--- config.mk ---
export PLATFORM = sky130hd
export DESIGN_NAME = phyev_event_reg
export DESIGN_NICKNAME = d
export VERILOG_FILES = /design/src/phyev_pkg.sv /design/src/phyev_event_reg.sv /design/src/phyev_sync.sv
export SDC_FILE = /design/constraint.sdc
export NUM_CORES = 1
export LEC_CHECK = 0
export ABC_AREA = 1
export ABC_CLOCK_PERIOD_IN_PS = 2600
export BUFFER_PORTS_ARGS = -buffer_cell sky130_fd_sc_hd__buf_2
export CORE_MARGIN = 4
export CORE_UTILIZATION = 40
export CTS_BUF_LIST = sky130_fd_sc_hd__clkbuf_4 sky130_fd_sc_hd__clkbuf_8 sky130_fd_sc_hd__clkbuf_16
export DETAILED_ROUTE_END_ITERATION = 10
export GPL_TIMING_DRIVEN = 0
export HOLD_SLACK_MARGIN = 0.02
export PLACE_DENSITY = 0.68
export SLEW_MARGIN = 20
export SYNTH_ARGS = -nofsm -noshare
export SYNTH_HDL_FRONTEND = slang
export SYNTH_SLANG_ARGS = --single-unit
--- constraint.sdc ---
create_clock -name i_clk -period 2.6 [get_ports i_clk]
set_clock_uncertainty 0.05 [all_clocks]
set_input_delay 0.13 -clock i_clk [delete_from_list [all_inputs] [get_ports i_clk]]
set_output_delay 0.13 -clock i_clk [all_outputs]
set_load 0.03 [all_outputs]
--- src/phyev_pkg.sv ---
// Package for the PHY event latch: addresses, bit positions, reset values, state types.
package phyev_pkg;

    localparam int PHYEV_REG_W = 16;
    localparam int PHYEV_FLAG_W = 8;

    // Management addresses
    localparam logic [4:0] PHYEV_REG_ADDR = 5'h11;
    localparam logic [4:0] PHYEV_PHY_ADDR = 5'h00;

    // Value after reset of the whole register
    localparam logic [15:0] PHYEV_RESET_VALUE = 16'h0000;

    // Flag positions in the lower byte; enable n+8 gates flag n
    localparam int PHYEV_BIT_LONG_TX = 7;
    localparam int PHYEV_BIT_RX_FAULT = 6;
    localparam int PHYEV_BIT_PAGE = 5;
    localparam int PHYEV_BIT_PAR_FAULT = 4;
    localparam int PHYEV_BIT_ACK = 3;
    localparam int PHYEV_BIT_LINK_FAIL = 2;
    localparam int PHYEV_BIT_FAR_FAULT = 1;
    localparam int PHYEV_BIT_NEG_DONE = 0;
    localparam int PHYEV_EN_LSB = 8;

    // Frame field lengths: preamble as a full count of ones, the other fields as remaining-bit counts
    localparam logic [5:0] PHYEV_PREAMBLE_BITS = 6'h20;
    localparam logic [4:0] PHYEV_OP_LAST = 5'h01;
    localparam logic [4:0] PHYEV_ADDR_LAST = 5'h04;
    localparam logic [4:0] PHYEV_TURN_LAST = 5'h01;
    localparam logic [4:0] PHYEV_DATA_LAST = 5'h0f;

    // Opcodes
    localparam logic [1:0] PHYEV_OP_READ = 2'h2;
    localparam logic [1:0] PHYEV_OP_WRITE = 2'h1;

    typedef enum logic [2:0] {
        PHYEV_IDLE,
        PHYEV_START,
        PHYEV_OPC,
        PHYEV_PHYAD,
        PHYEV_REGAD,
        PHYEV_TURN,
        PHYEV_DATA
    } phyev_state_type;

    typedef struct packed {
        phyev_state_type st;
        logic [5:0] pre_cnt;
        logic [4:0] bit_cnt;
        logic [15:0] shift;
        logic is_read;
        logic mine;
        logic [7:0] flags;
        logic [7:0] enables;
        logic link_prev;
        logic mdio_out;
        logic mdio_oe;
        logic irq;
    } phyev_regs_type;

    typedef struct packed {
        logic mdc_meta;
        logic mdc_sync;
        logic mdc_prev;
        logic mdio_meta;
        logic mdio_sync;
    } phyev_sync_type;

endpackage : phyev_pkg

--- src/phyev_event_reg.sv ---
// PHY event latch and enable register, reached over the serial management pins.
`timescale 1ns/100ps
`default_nettype none
module phyev_event_reg (
    input wire logic i_clk,
    input wire logic i_reset,
    input wire logic i_mdc,
    input wire logic i_mdio_in,
    output logic o_mdio_out,
    output logic o_mdio_oe,
    input wire logic i_long_transmit_evt,
    input wire logic i_receive_fault_evt,
    input wire logic i_page_arrival_evt,
    input wire logic i_parallel_detect_fault_evt,
    input wire logic i_partner_ack_evt,
    input wire logic i_link_ok,
    input wire logic i_far_fault_evt,
    input wire logic i_negotiation_done_evt,
    output logic o_phy_irq,
    output logic [phyev_pkg::PHYEV_REG_W-1:0] o_status_enable
);
    import phyev_pkg::*;

    phyev_regs_type r_reg;
    phyev_regs_type r_next;
    logic mdc_rise;
    logic mdio_s;
    logic rd_take;
    logic wr_take;
    logic [7:0] ev;

    phyev_sync u_sync (
        .i_clk(i_clk),
        .i_reset(i_reset),
        .i_mdc(i_mdc),
        .i_mdio_in(i_mdio_in),
        .o_mdc_rise(mdc_rise),
        .o_mdio(mdio_s)
    );

    always_comb begin
        r_next = r_reg;
        rd_take = 1'b0;
        wr_take = 1'b0;
        ev = '0;
        ev[PHYEV_BIT_LONG_TX] = i_long_transmit_evt;
        ev[PHYEV_BIT_RX_FAULT] = i_receive_fault_evt;
        ev[PHYEV_BIT_PAGE] = i_page_arrival_evt;
        ev[PHYEV_BIT_PAR_FAULT] = i_parallel_detect_fault_evt;
        ev[PHYEV_BIT_ACK] = i_partner_ack_evt;
        // Only the OK to FAIL edge counts; recovery is not an event
        ev[PHYEV_BIT_LINK_FAIL] = r_reg.link_prev & ~i_link_ok;
        ev[PHYEV_BIT_FAR_FAULT] = i_far_fault_evt;
        ev[PHYEV_BIT_NEG_DONE] = i_negotiation_done_evt;
        r_next.link_prev = i_link_ok;

        if (mdc_rise) begin
            r_next.shift = {r_reg.shift[14:0], mdio_s};
            r_next.bit_cnt = r_reg.bit_cnt - 5'h01;
            case (r_reg.st)
                PHYEV_IDLE: begin
                    if (mdio_s) begin
                        if (r_reg.pre_cnt != PHYEV_PREAMBLE_BITS) begin
                            r_next.pre_cnt = r_reg.pre_cnt + 6'h01;
                        end
                    end else begin
                        // A zero after a full preamble is the first start bit
                        if (r_reg.pre_cnt == PHYEV_PREAMBLE_BITS) begin
                            r_next.st = PHYEV_START;
                        end
                        r_next.pre_cnt = '0;
                    end
                end
                PHYEV_START: begin
                    r_next.st = mdio_s ? PHYEV_OPC : PHYEV_IDLE;
                    r_next.bit_cnt = PHYEV_OP_LAST;
                end
                PHYEV_OPC: begin
                    if (r_reg.bit_cnt == '0) begin
                        r_next.bit_cnt = PHYEV_ADDR_LAST;
                        r_next.is_read = (r_next.shift[1:0] == PHYEV_OP_READ);
                        if (r_next.shift[1:0] == PHYEV_OP_READ || r_next.shift[1:0] == PHYEV_OP_WRITE) begin
                            r_next.st = PHYEV_PHYAD;
                        end else begin
                            r_next.st = PHYEV_IDLE;
                        end
                    end
                end
                PHYEV_PHYAD: begin
                    if (r_reg.bit_cnt == '0) begin
                        r_next.mine = (r_next.shift[4:0] == PHYEV_PHY_ADDR);
                        r_next.st = PHYEV_REGAD;
                        r_next.bit_cnt = PHYEV_ADDR_LAST;
                    end
                end
                PHYEV_REGAD: begin
                    if (r_reg.bit_cnt == '0) begin
                        // Frames for other devices or registers still run to the end, silently
                        r_next.mine = r_reg.mine & (r_next.shift[4:0] == PHYEV_REG_ADDR);
                        r_next.st = PHYEV_TURN;
                        r_next.bit_cnt = PHYEV_TURN_LAST;
                    end
                end
                PHYEV_TURN: begin
                    if (r_reg.bit_cnt != '0) begin
                        // First turnaround bit stays released; drive zero for the second
                        if (r_reg.is_read && r_reg.mine) begin
                            r_next.mdio_oe = 1'b1;
                            r_next.mdio_out = 1'b0;
                        end
                    end else begin
                        r_next.st = PHYEV_DATA;
                        r_next.bit_cnt = PHYEV_DATA_LAST;
                        if (r_reg.is_read && r_reg.mine) begin
                            rd_take = 1'b1;
                            r_next.shift = {r_reg.enables, r_reg.flags};
                            r_next.mdio_out = r_reg.enables[7];
                        end
                    end
                end
                PHYEV_DATA: begin
                    if (r_reg.is_read && r_reg.mine) begin
                        r_next.mdio_out = r_reg.shift[14];
                        r_next.shift = {r_reg.shift[14:0], 1'b0};
                    end
                    if (r_reg.bit_cnt == '0) begin
                        r_next.st = PHYEV_IDLE;
                        r_next.pre_cnt = '0;
                        r_next.mdio_oe = 1'b0;
                        r_next.mdio_out = 1'b0;
                        // The lower byte is clear-on-read; written data there is dropped
                        wr_take = ~r_reg.is_read & r_reg.mine;
                    end
                end
                default: begin
                    r_next.st = PHYEV_IDLE;
                end
            endcase
        end

        // Clear first, then set, so a coincident event is kept
        if (rd_take) begin
            r_next.flags = '0;
        end
        r_next.flags = r_next.flags | ev;
        if (wr_take) begin
            r_next.enables = r_next.shift[15:8];
        end
        r_next.irq = |(r_next.flags & r_next.enables);

        if (i_reset) begin
            r_next = '0;
            r_next.flags = PHYEV_RESET_VALUE[7:0];
            r_next.enables = PHYEV_RESET_VALUE[15:8];
        end
    end

    always_ff @(posedge i_clk) begin
        r_reg <= r_next;
    end

    assign o_mdio_out = r_reg.mdio_out;
    assign o_mdio_oe = r_reg.mdio_oe;
    assign o_phy_irq = r_reg.irq;
    assign o_status_enable = {r_reg.enables, r_reg.flags};
endmodule : phyev_event_reg
`default_nettype wire

--- src/phyev_sync.sv ---
// Two-flop synchronisers for the management clock and data pins, with clock rise detect.
`timescale 1ns/100ps
`default_nettype none
module phyev_sync (
    input wire logic i_clk,
    input wire logic i_reset,
    input wire logic i_mdc,
    input wire logic i_mdio_in,
    output logic o_mdc_rise,
    output logic o_mdio
);
    import phyev_pkg::*;

    phyev_sync_type r_reg;
    phyev_sync_type r_next;

    always_comb begin
        r_next = r_reg;
        r_next.mdc_meta = i_mdc;
        r_next.mdc_sync = r_reg.mdc_meta;
        r_next.mdc_prev = r_reg.mdc_sync;
        r_next.mdio_meta = i_mdio_in;
        r_next.mdio_sync = r_reg.mdio_meta;
        if (i_reset) begin
            r_next = '0;
        end
    end

    always_ff @(posedge i_clk) begin
        r_reg <= r_next;
    end

    // Data and clock come from the second stages, the rise also from mdc_prev; data and clock share the same delay
    assign o_mdc_rise = r_reg.mdc_sync & ~r_reg.mdc_prev;
    assign o_mdio = r_reg.mdio_sync;

endmodule : phyev_sync
`default_nettype wire
After elaboration in Yosys (flattened, before gate mapping)
Cells that the tools add are included.
W data, S select, Z words.
{"block": "totals", "memories": 0, "reg_bits": 57, "latch_bits": 0, "output_inout_bits": 19, "romBits": 0, "ram_bits": 0, "elab_cells": 110}
{"block": "classes", "n_shift": 0, "div_mod_pow": 0, "magnitude_cmp": 0, "reduce_logical": 17, "mux": 42, "mul": 0, "eq_ne": 22, "bitwise": 9, "addsub": 2}
{"cell": "$pmux W16 S2", "n": 1}
{"cell": "$mux W21", "n": 1}
{"cell": "$pmux W3 S7", "n": 1}
{"cell": "$pmux W5 S4", "n": 1}
{"cell": "$mux W18", "n": 1}
{"cell": "$mux W3", "n": 6}
{"cell": "$ne A2 B2 Y1 const B", "n": 9}
{"cell": "$mux W1", "n": 16}
{"cell": "$mux W16", "n": 1}
{"cell": "$mux W8", "n": 2}
{"cell": "$mux W6", "n": 2}
{"cell": "$pmux W6 S2", "n": 1}
{"cell": "$reduce_and A4 Y1", "n": 3}
{"cell": "$logic_not A5 Y1", "n": 2}
{"cell": "$mux W5", "n": 2}
{"cell": "$eq A3 B3 Y1 const B", "n": 3}
{"cell": "$mux W9", "n": 1}
{"cell": "$and A8 B8 Y8", "n": 1}
{"cell": "$mux W2", "n": 4}
{"cell": "$or A8 B8 Y8", "n": 1}
{"cell": "$reduce_and A8 Y1", "n": 1}
{"cell": "$reduce_or A8 Y1", "n": 1}
{"cell": "$add A6 B1 Y6 const B", "n": 1}
{"cell": "$eq A3 B2 Y1 const B", "n": 2}
{"cell": "20 further kinds", "n": 28}

Depth between registers and ports, before layout
{"block": "depth", "depth_word": 9, "mapped_depth": 14, "depth_no_buf": 13}

By module
A second synthesis with hierarchy kept.
{"block": "unflattened", "hier_cells": 436, "hier_area_um2": 3054.2}
{"mod": "phyev_event_reg", "instances": 1, "area_per_inst_um2": 2912.8, "cells_per_inst": 420, "seq_area_each_um2": 1041.0}
{"mod": "phyev_sync", "instances": 1, "area_per_inst_um2": 141.4, "cells_per_inst": 16, "seq_area_each_um2": 100.1}

Worst setup path before layout
No wires, ideal clock.
{"block": "synth_timing", "path_kind": "reg2reg", "from": "reg r_reg[38] in the netlist's numbering", "to": "reg r_reg[47] in the netlist's numbering", "period_less_slack_ns": 1.807, "stages_incl_launch_ff": 12, "slack_ns": 0.793, "setup_time_ns": 0.058, "arrival_ns": 1.699, "required_ns": 2.492, "cell_sequence": "dfxtp_1 -> inv_1 -> ha_1 -> nand3_1 -> buf_2 -> a21oi_2 -> nand2_2 -> inv_2 -> o21ai_0 -> nand2_1 -> a21oi_1 -> o21a_1"}
{"block": "synth_via", "elab_chain_len": 3}
{"element": "start, declared", "line_no": "phyev_event_reg.sv:24", "source": "phyev_regs_type r_reg;"}
{"element": "start signal, assigned", "line_no": "phyev_event_reg.sv:159", "source": "r_reg <= r_next;"}
{"element": "$logic_not A5 Y1", "line_no": "phyev_event_reg.sv:126", "source": "if (r_reg.bit_cnt == '0) begin"}
{"element": "$ne A2 B2 Y1 (no source line)"}
{"element": "$reduce_and A4 Y1 (no source line)"}
Every way passes these cells.
A chain may end at the register's enable or synchronous reset.

Final worst setup path
{"block": "layout_timing", "from": "reg r_reg[38] in the netlist's numbering", "to": "reg r_reg, in the netlist o_phy_irq"}
{"block": "layout_via", "elab_chain_len": 8}
{"element": "$reduce_bool A5 Y1", "line_no": "phyev_event_reg.sv:105", "source": "if (r_reg.bit_cnt != '0) begin"}
{"element": "$mux W1", "line_no": "phyev_event_reg.sv:105"}
{"element": "$mux W1", "line_no": "phyev_event_reg.sv:60", "source": "case (r_reg.st)"}
{"element": "$mux W1", "line_no": "phyev_event_reg.sv:57", "source": "if (mdc_rise) begin"}
{"element": "$mux W8", "line_no": "phyev_event_reg.sv:142", "source": "if (rd_take) begin"}
{"element": "$or A8 B8 Y8", "line_no": "phyev_event_reg.sv:145", "source": "r_next.flags = r_next.flags | ev;"}
{"element": "$and A8 B8 Y8 (*)", "line_no": "phyev_event_reg.sv:149", "source": "r_next.irq = |(r_next.flags & r_next.enables);"}
{"element": "$reduce_or A8 Y1 (*)", "line_no": "phyev_event_reg.sv:149"}
Mark *: on every way between the ends. The rest lies on a longest branch, timed or not.

==> impl_results.md <==
- Register share of total power: 46.3%
- Ys async rst share: 0%
- DR iter-0 viols: 174
- RSZ-0062 raised after global routing: false
- Critical Path Start Type: register
- Layout Nets: 486
- Clock transition at the registers of the reported paths: 0.07 ns
- Count of flip-flops with a built-in enable after synthesis: 0
- Setup TNS Final: 0 ns
- Routability cong.: 0.937
- Cts bufs inserted: 9
- Number of global-route vias before repair: 2692
- Cell internal pwr: 1.47 mW
- Antenna Nets Post-Route: 0
- Final max-slew violation count: 0
- Slowest Stage Delay on Critical Path: 0.35 ns
- Synthesized cell area: 0.00297 mm^2
- Synth area leader: dfxtp_1
- Die height: 94.2 um
- DRC viols: 0
- R2r startpoint: r_reg[38]
- DP Wirelength: 5.33 mm
- First drt pass iteration count: 5
- Wire length on met2: 3.39 mm
- PD cells: 563 mW/mm^2
- Area delta synth->final: 18.2%
- Largest register FFs: 33
- VDD IR max: 0.359 mV
- Final setup violation count: 0
- Latest clock arrival within the worst-skew pair: 0.34 ns
- Hold Crit Start: i_reset
- Clk buf depth: 2
- Most frequent cell on the critical path: nand2_1
- Die Width: 94.2 um
- Total track usage: 17.8%
- # H-tree levels: 3
- Critical path fanouts, max: 10
- Most common cell after layout, fill and taps aside: nand2_1
- Final period util: 85.8%
- Die Area: 0.00887 mm^2
- Reg2Reg Depth: 14
- Largest net degree at the start of global routing: 11
- Clock sinks: 57
- CP cell instances: inv_1, ha_1, nand3_1, nor2_2, inv_1, nor2_2, buf_4, inv_2, nand2_1, nand2_1, nand2_1, nand2_1, nor2_1, a21oi_1
- Max Cap Violations: 0
- Status: finished clean
- Leak: 1.56 nW
- Met3 routed WL: 346 um
- Avg Cell Area, Syn: 7.04 um^2
- CP Launch Point: r_reg[38]
- Ratio of cells with drive above 1 in the final layout: 19.2%
- Ant. Diodes: 0
- Post-synth top flop: dfxtp_1
- CP arrival: 2.39 ns
- Met1 WL: 3.30 mm
- Fin crit period: 2.23 ns
- CTS resizes: 0
- Total gr overflow: 0
- PortBufs: 29
- Worst-Margin Slew: 0.554 ns
- Via Count: 2836
- Synth Instances: 422
- Min-Delay Path Class: primary input to register
- Switch share: 25.4%
- FMAX: 448 MHz
- Initial antenna violation count: 0
- Number of synthesized register bits: 57
- Root Driver: clkbuf_8
- Clock share of power: 44.2%
- TritonCTS clock tree: done
- Top sig layer: met4
- Family with the most delay on the worst path: simple AND/OR/NAND/NOR gates
- Reg-to-reg slack, setup: 0.37 ns
- Slowest CP cell: dfxtp_1
- Most frequent cells in the layout: 79 x nand2_1, 57 x dfxtp_1, 54 x inv_1
- Final Instance Area: 0.00351 mm^2
- Final Hold Fails: 0
- Crit. path cell count: 14
- Logic gate share of total power: 9.5%
- Setup crit end kind: register
- Area contributors post-synth: dfxtp_1 38%, nand2_1 10%, inv_1 6.8%
- Synth unique cells: 34
- Core area: 0.00721 mm^2
- Initial core utilization: 41.2%
- Register area share after synthesis: 38.4%
- WL/cell: 12.6 um
- Slew headroom: 63.1%
- Syn_nets: 440
- Inst Count DP: 550
- IO Count: 31
- Final Instance Count excl. Fillers: 572
- Routed wire length: 7.20 mm
- Worst EP required: 2.76 ns
- First-pass GRT wire length: 12.2 mm
- # rows: 31
- RR Endpoint: o_phy_irq
- Post-DP Area: 0.00324 mm^2
- Setup CP Type: register to register
- Top-area cell type share of the netlist area: 38.4%
- Critical Path Sink: o_phy_irq
- Post-DR vias/cell: 4.96
- CP bufs+invs: 4
- Ys Warns: 0
- Switch Pwr: 0.502 mW
[worst register-to-register path, delay by kind of cell (launching register included)]
family                     cells  cell delay (ns)
buffers and inverters          4             0.50
and+or+nand+nor                8             0.93
AOI/OAI and AO/OA              1             0.07
adders and majority gates      1             0.20
DFF                            1             0.35
[layer usage]
metal / global-route usage, % / up-vias
met4: 7.82 / 0
met3: 6.09 / 16
met5: 0 / -
li1: - / 1451
met2: 29.0 / 62
met1: 21.1 / 1307
[worst min path at each step]
stage | depth (start not counted) | end
6_report | 2 | r_reg[42]
2_1_floorplan | 2 | u_sync.r_reg[1]
4_1_cts | 2 | r_reg[42]
3_3_place_gp | 3 | u_sync.r_reg[1]
5_1_grt | 4 | o_status_enable[0]
3_5_place_dp | 3 | u_sync.r_reg[1]
[through the flow]
step | worst slack, ns | util (%) | hold slack, ns | power, mW
6_report | 0.369 | 48.6 | 0.0847 | 1.97
5_1_grt | 0.156 | 48.6 | 0.108 | 2.07
4_1_cts | 0.371 | 48.6 | 0.0716 | 2.00
3_5_place_dp | 0.379 | 44.9 | 0.292 | 1.11
3_3_place_gp | 0.398 | 44.9 | 0.286 | 1.11
2_1_floorplan | 0.793 | - | 0.187 | 1.07
[cell usage after synthesis, types with 2 or more instances]
master / number
xor2_1: 2
inv_1: 54
nand4_1: 10
buf_2: 2
nor2_2: 3
buf_4: 17
a21oi_1: 33
o211ai_1: 5
a22oi_1: 2
o21bai_1: 4
nand2_4: 2
nor3_1: 9
clkbuf_1: 9
nand3_1: 23
inv_2: 7
or2_2: 6
ha_1: 6
o21ai_1: 2
a211oi_1: 3
nand3_2: 2
nor2_1: 42
nor2_4: 2
nand2_1: 79
nor3b_2: 2
a31oi_1: 12
dfxtp_1: 57
o21ai_0: 20
[layout make-up]
class	instances	area (um^2)
fill	758	3710
multi-input combinational	274	1420
sequential	57	1140
inverter	62	233
timing repair buffer	35	205
buffer	29	175
clock buffer	12	159
tap	99	124
clock inverter	4	51.3
[kinds of logic after synthesis]
family                     share of synthesized area [%]
AOI/OAI and AO/OA                                   15.9
xor gates and xnor gates                           0.590
adders and majority gates                           2.53
buffers and inverters                               13.7
DFF                                                 38.4
and+or+nand+nor                                     28.8
[power groups by stage]
stage | Combinational, mW | Clock (mW) | Sequential, mW
after floorplan | 0.135 | 0 | 0.930
after detailed placement | 0.180 | 0 | 0.935
after global placement | 0.179 | 0 | 0.934
final | 0.187 | 0.873 | 0.915
after global routing | 0.212 | 0.938 | 0.918
after CTS | 0.188 | 0.895 | 0.915
[what timing repair did]
| item | in CTS | in global routing |
|---|---|---|
| hold buffers | 6 | 0 |
| buffers inserted | 0 | 0 |
| endpoints found under the hold margin | 6 | 0 |
Power figures use the tool's default switching activity.
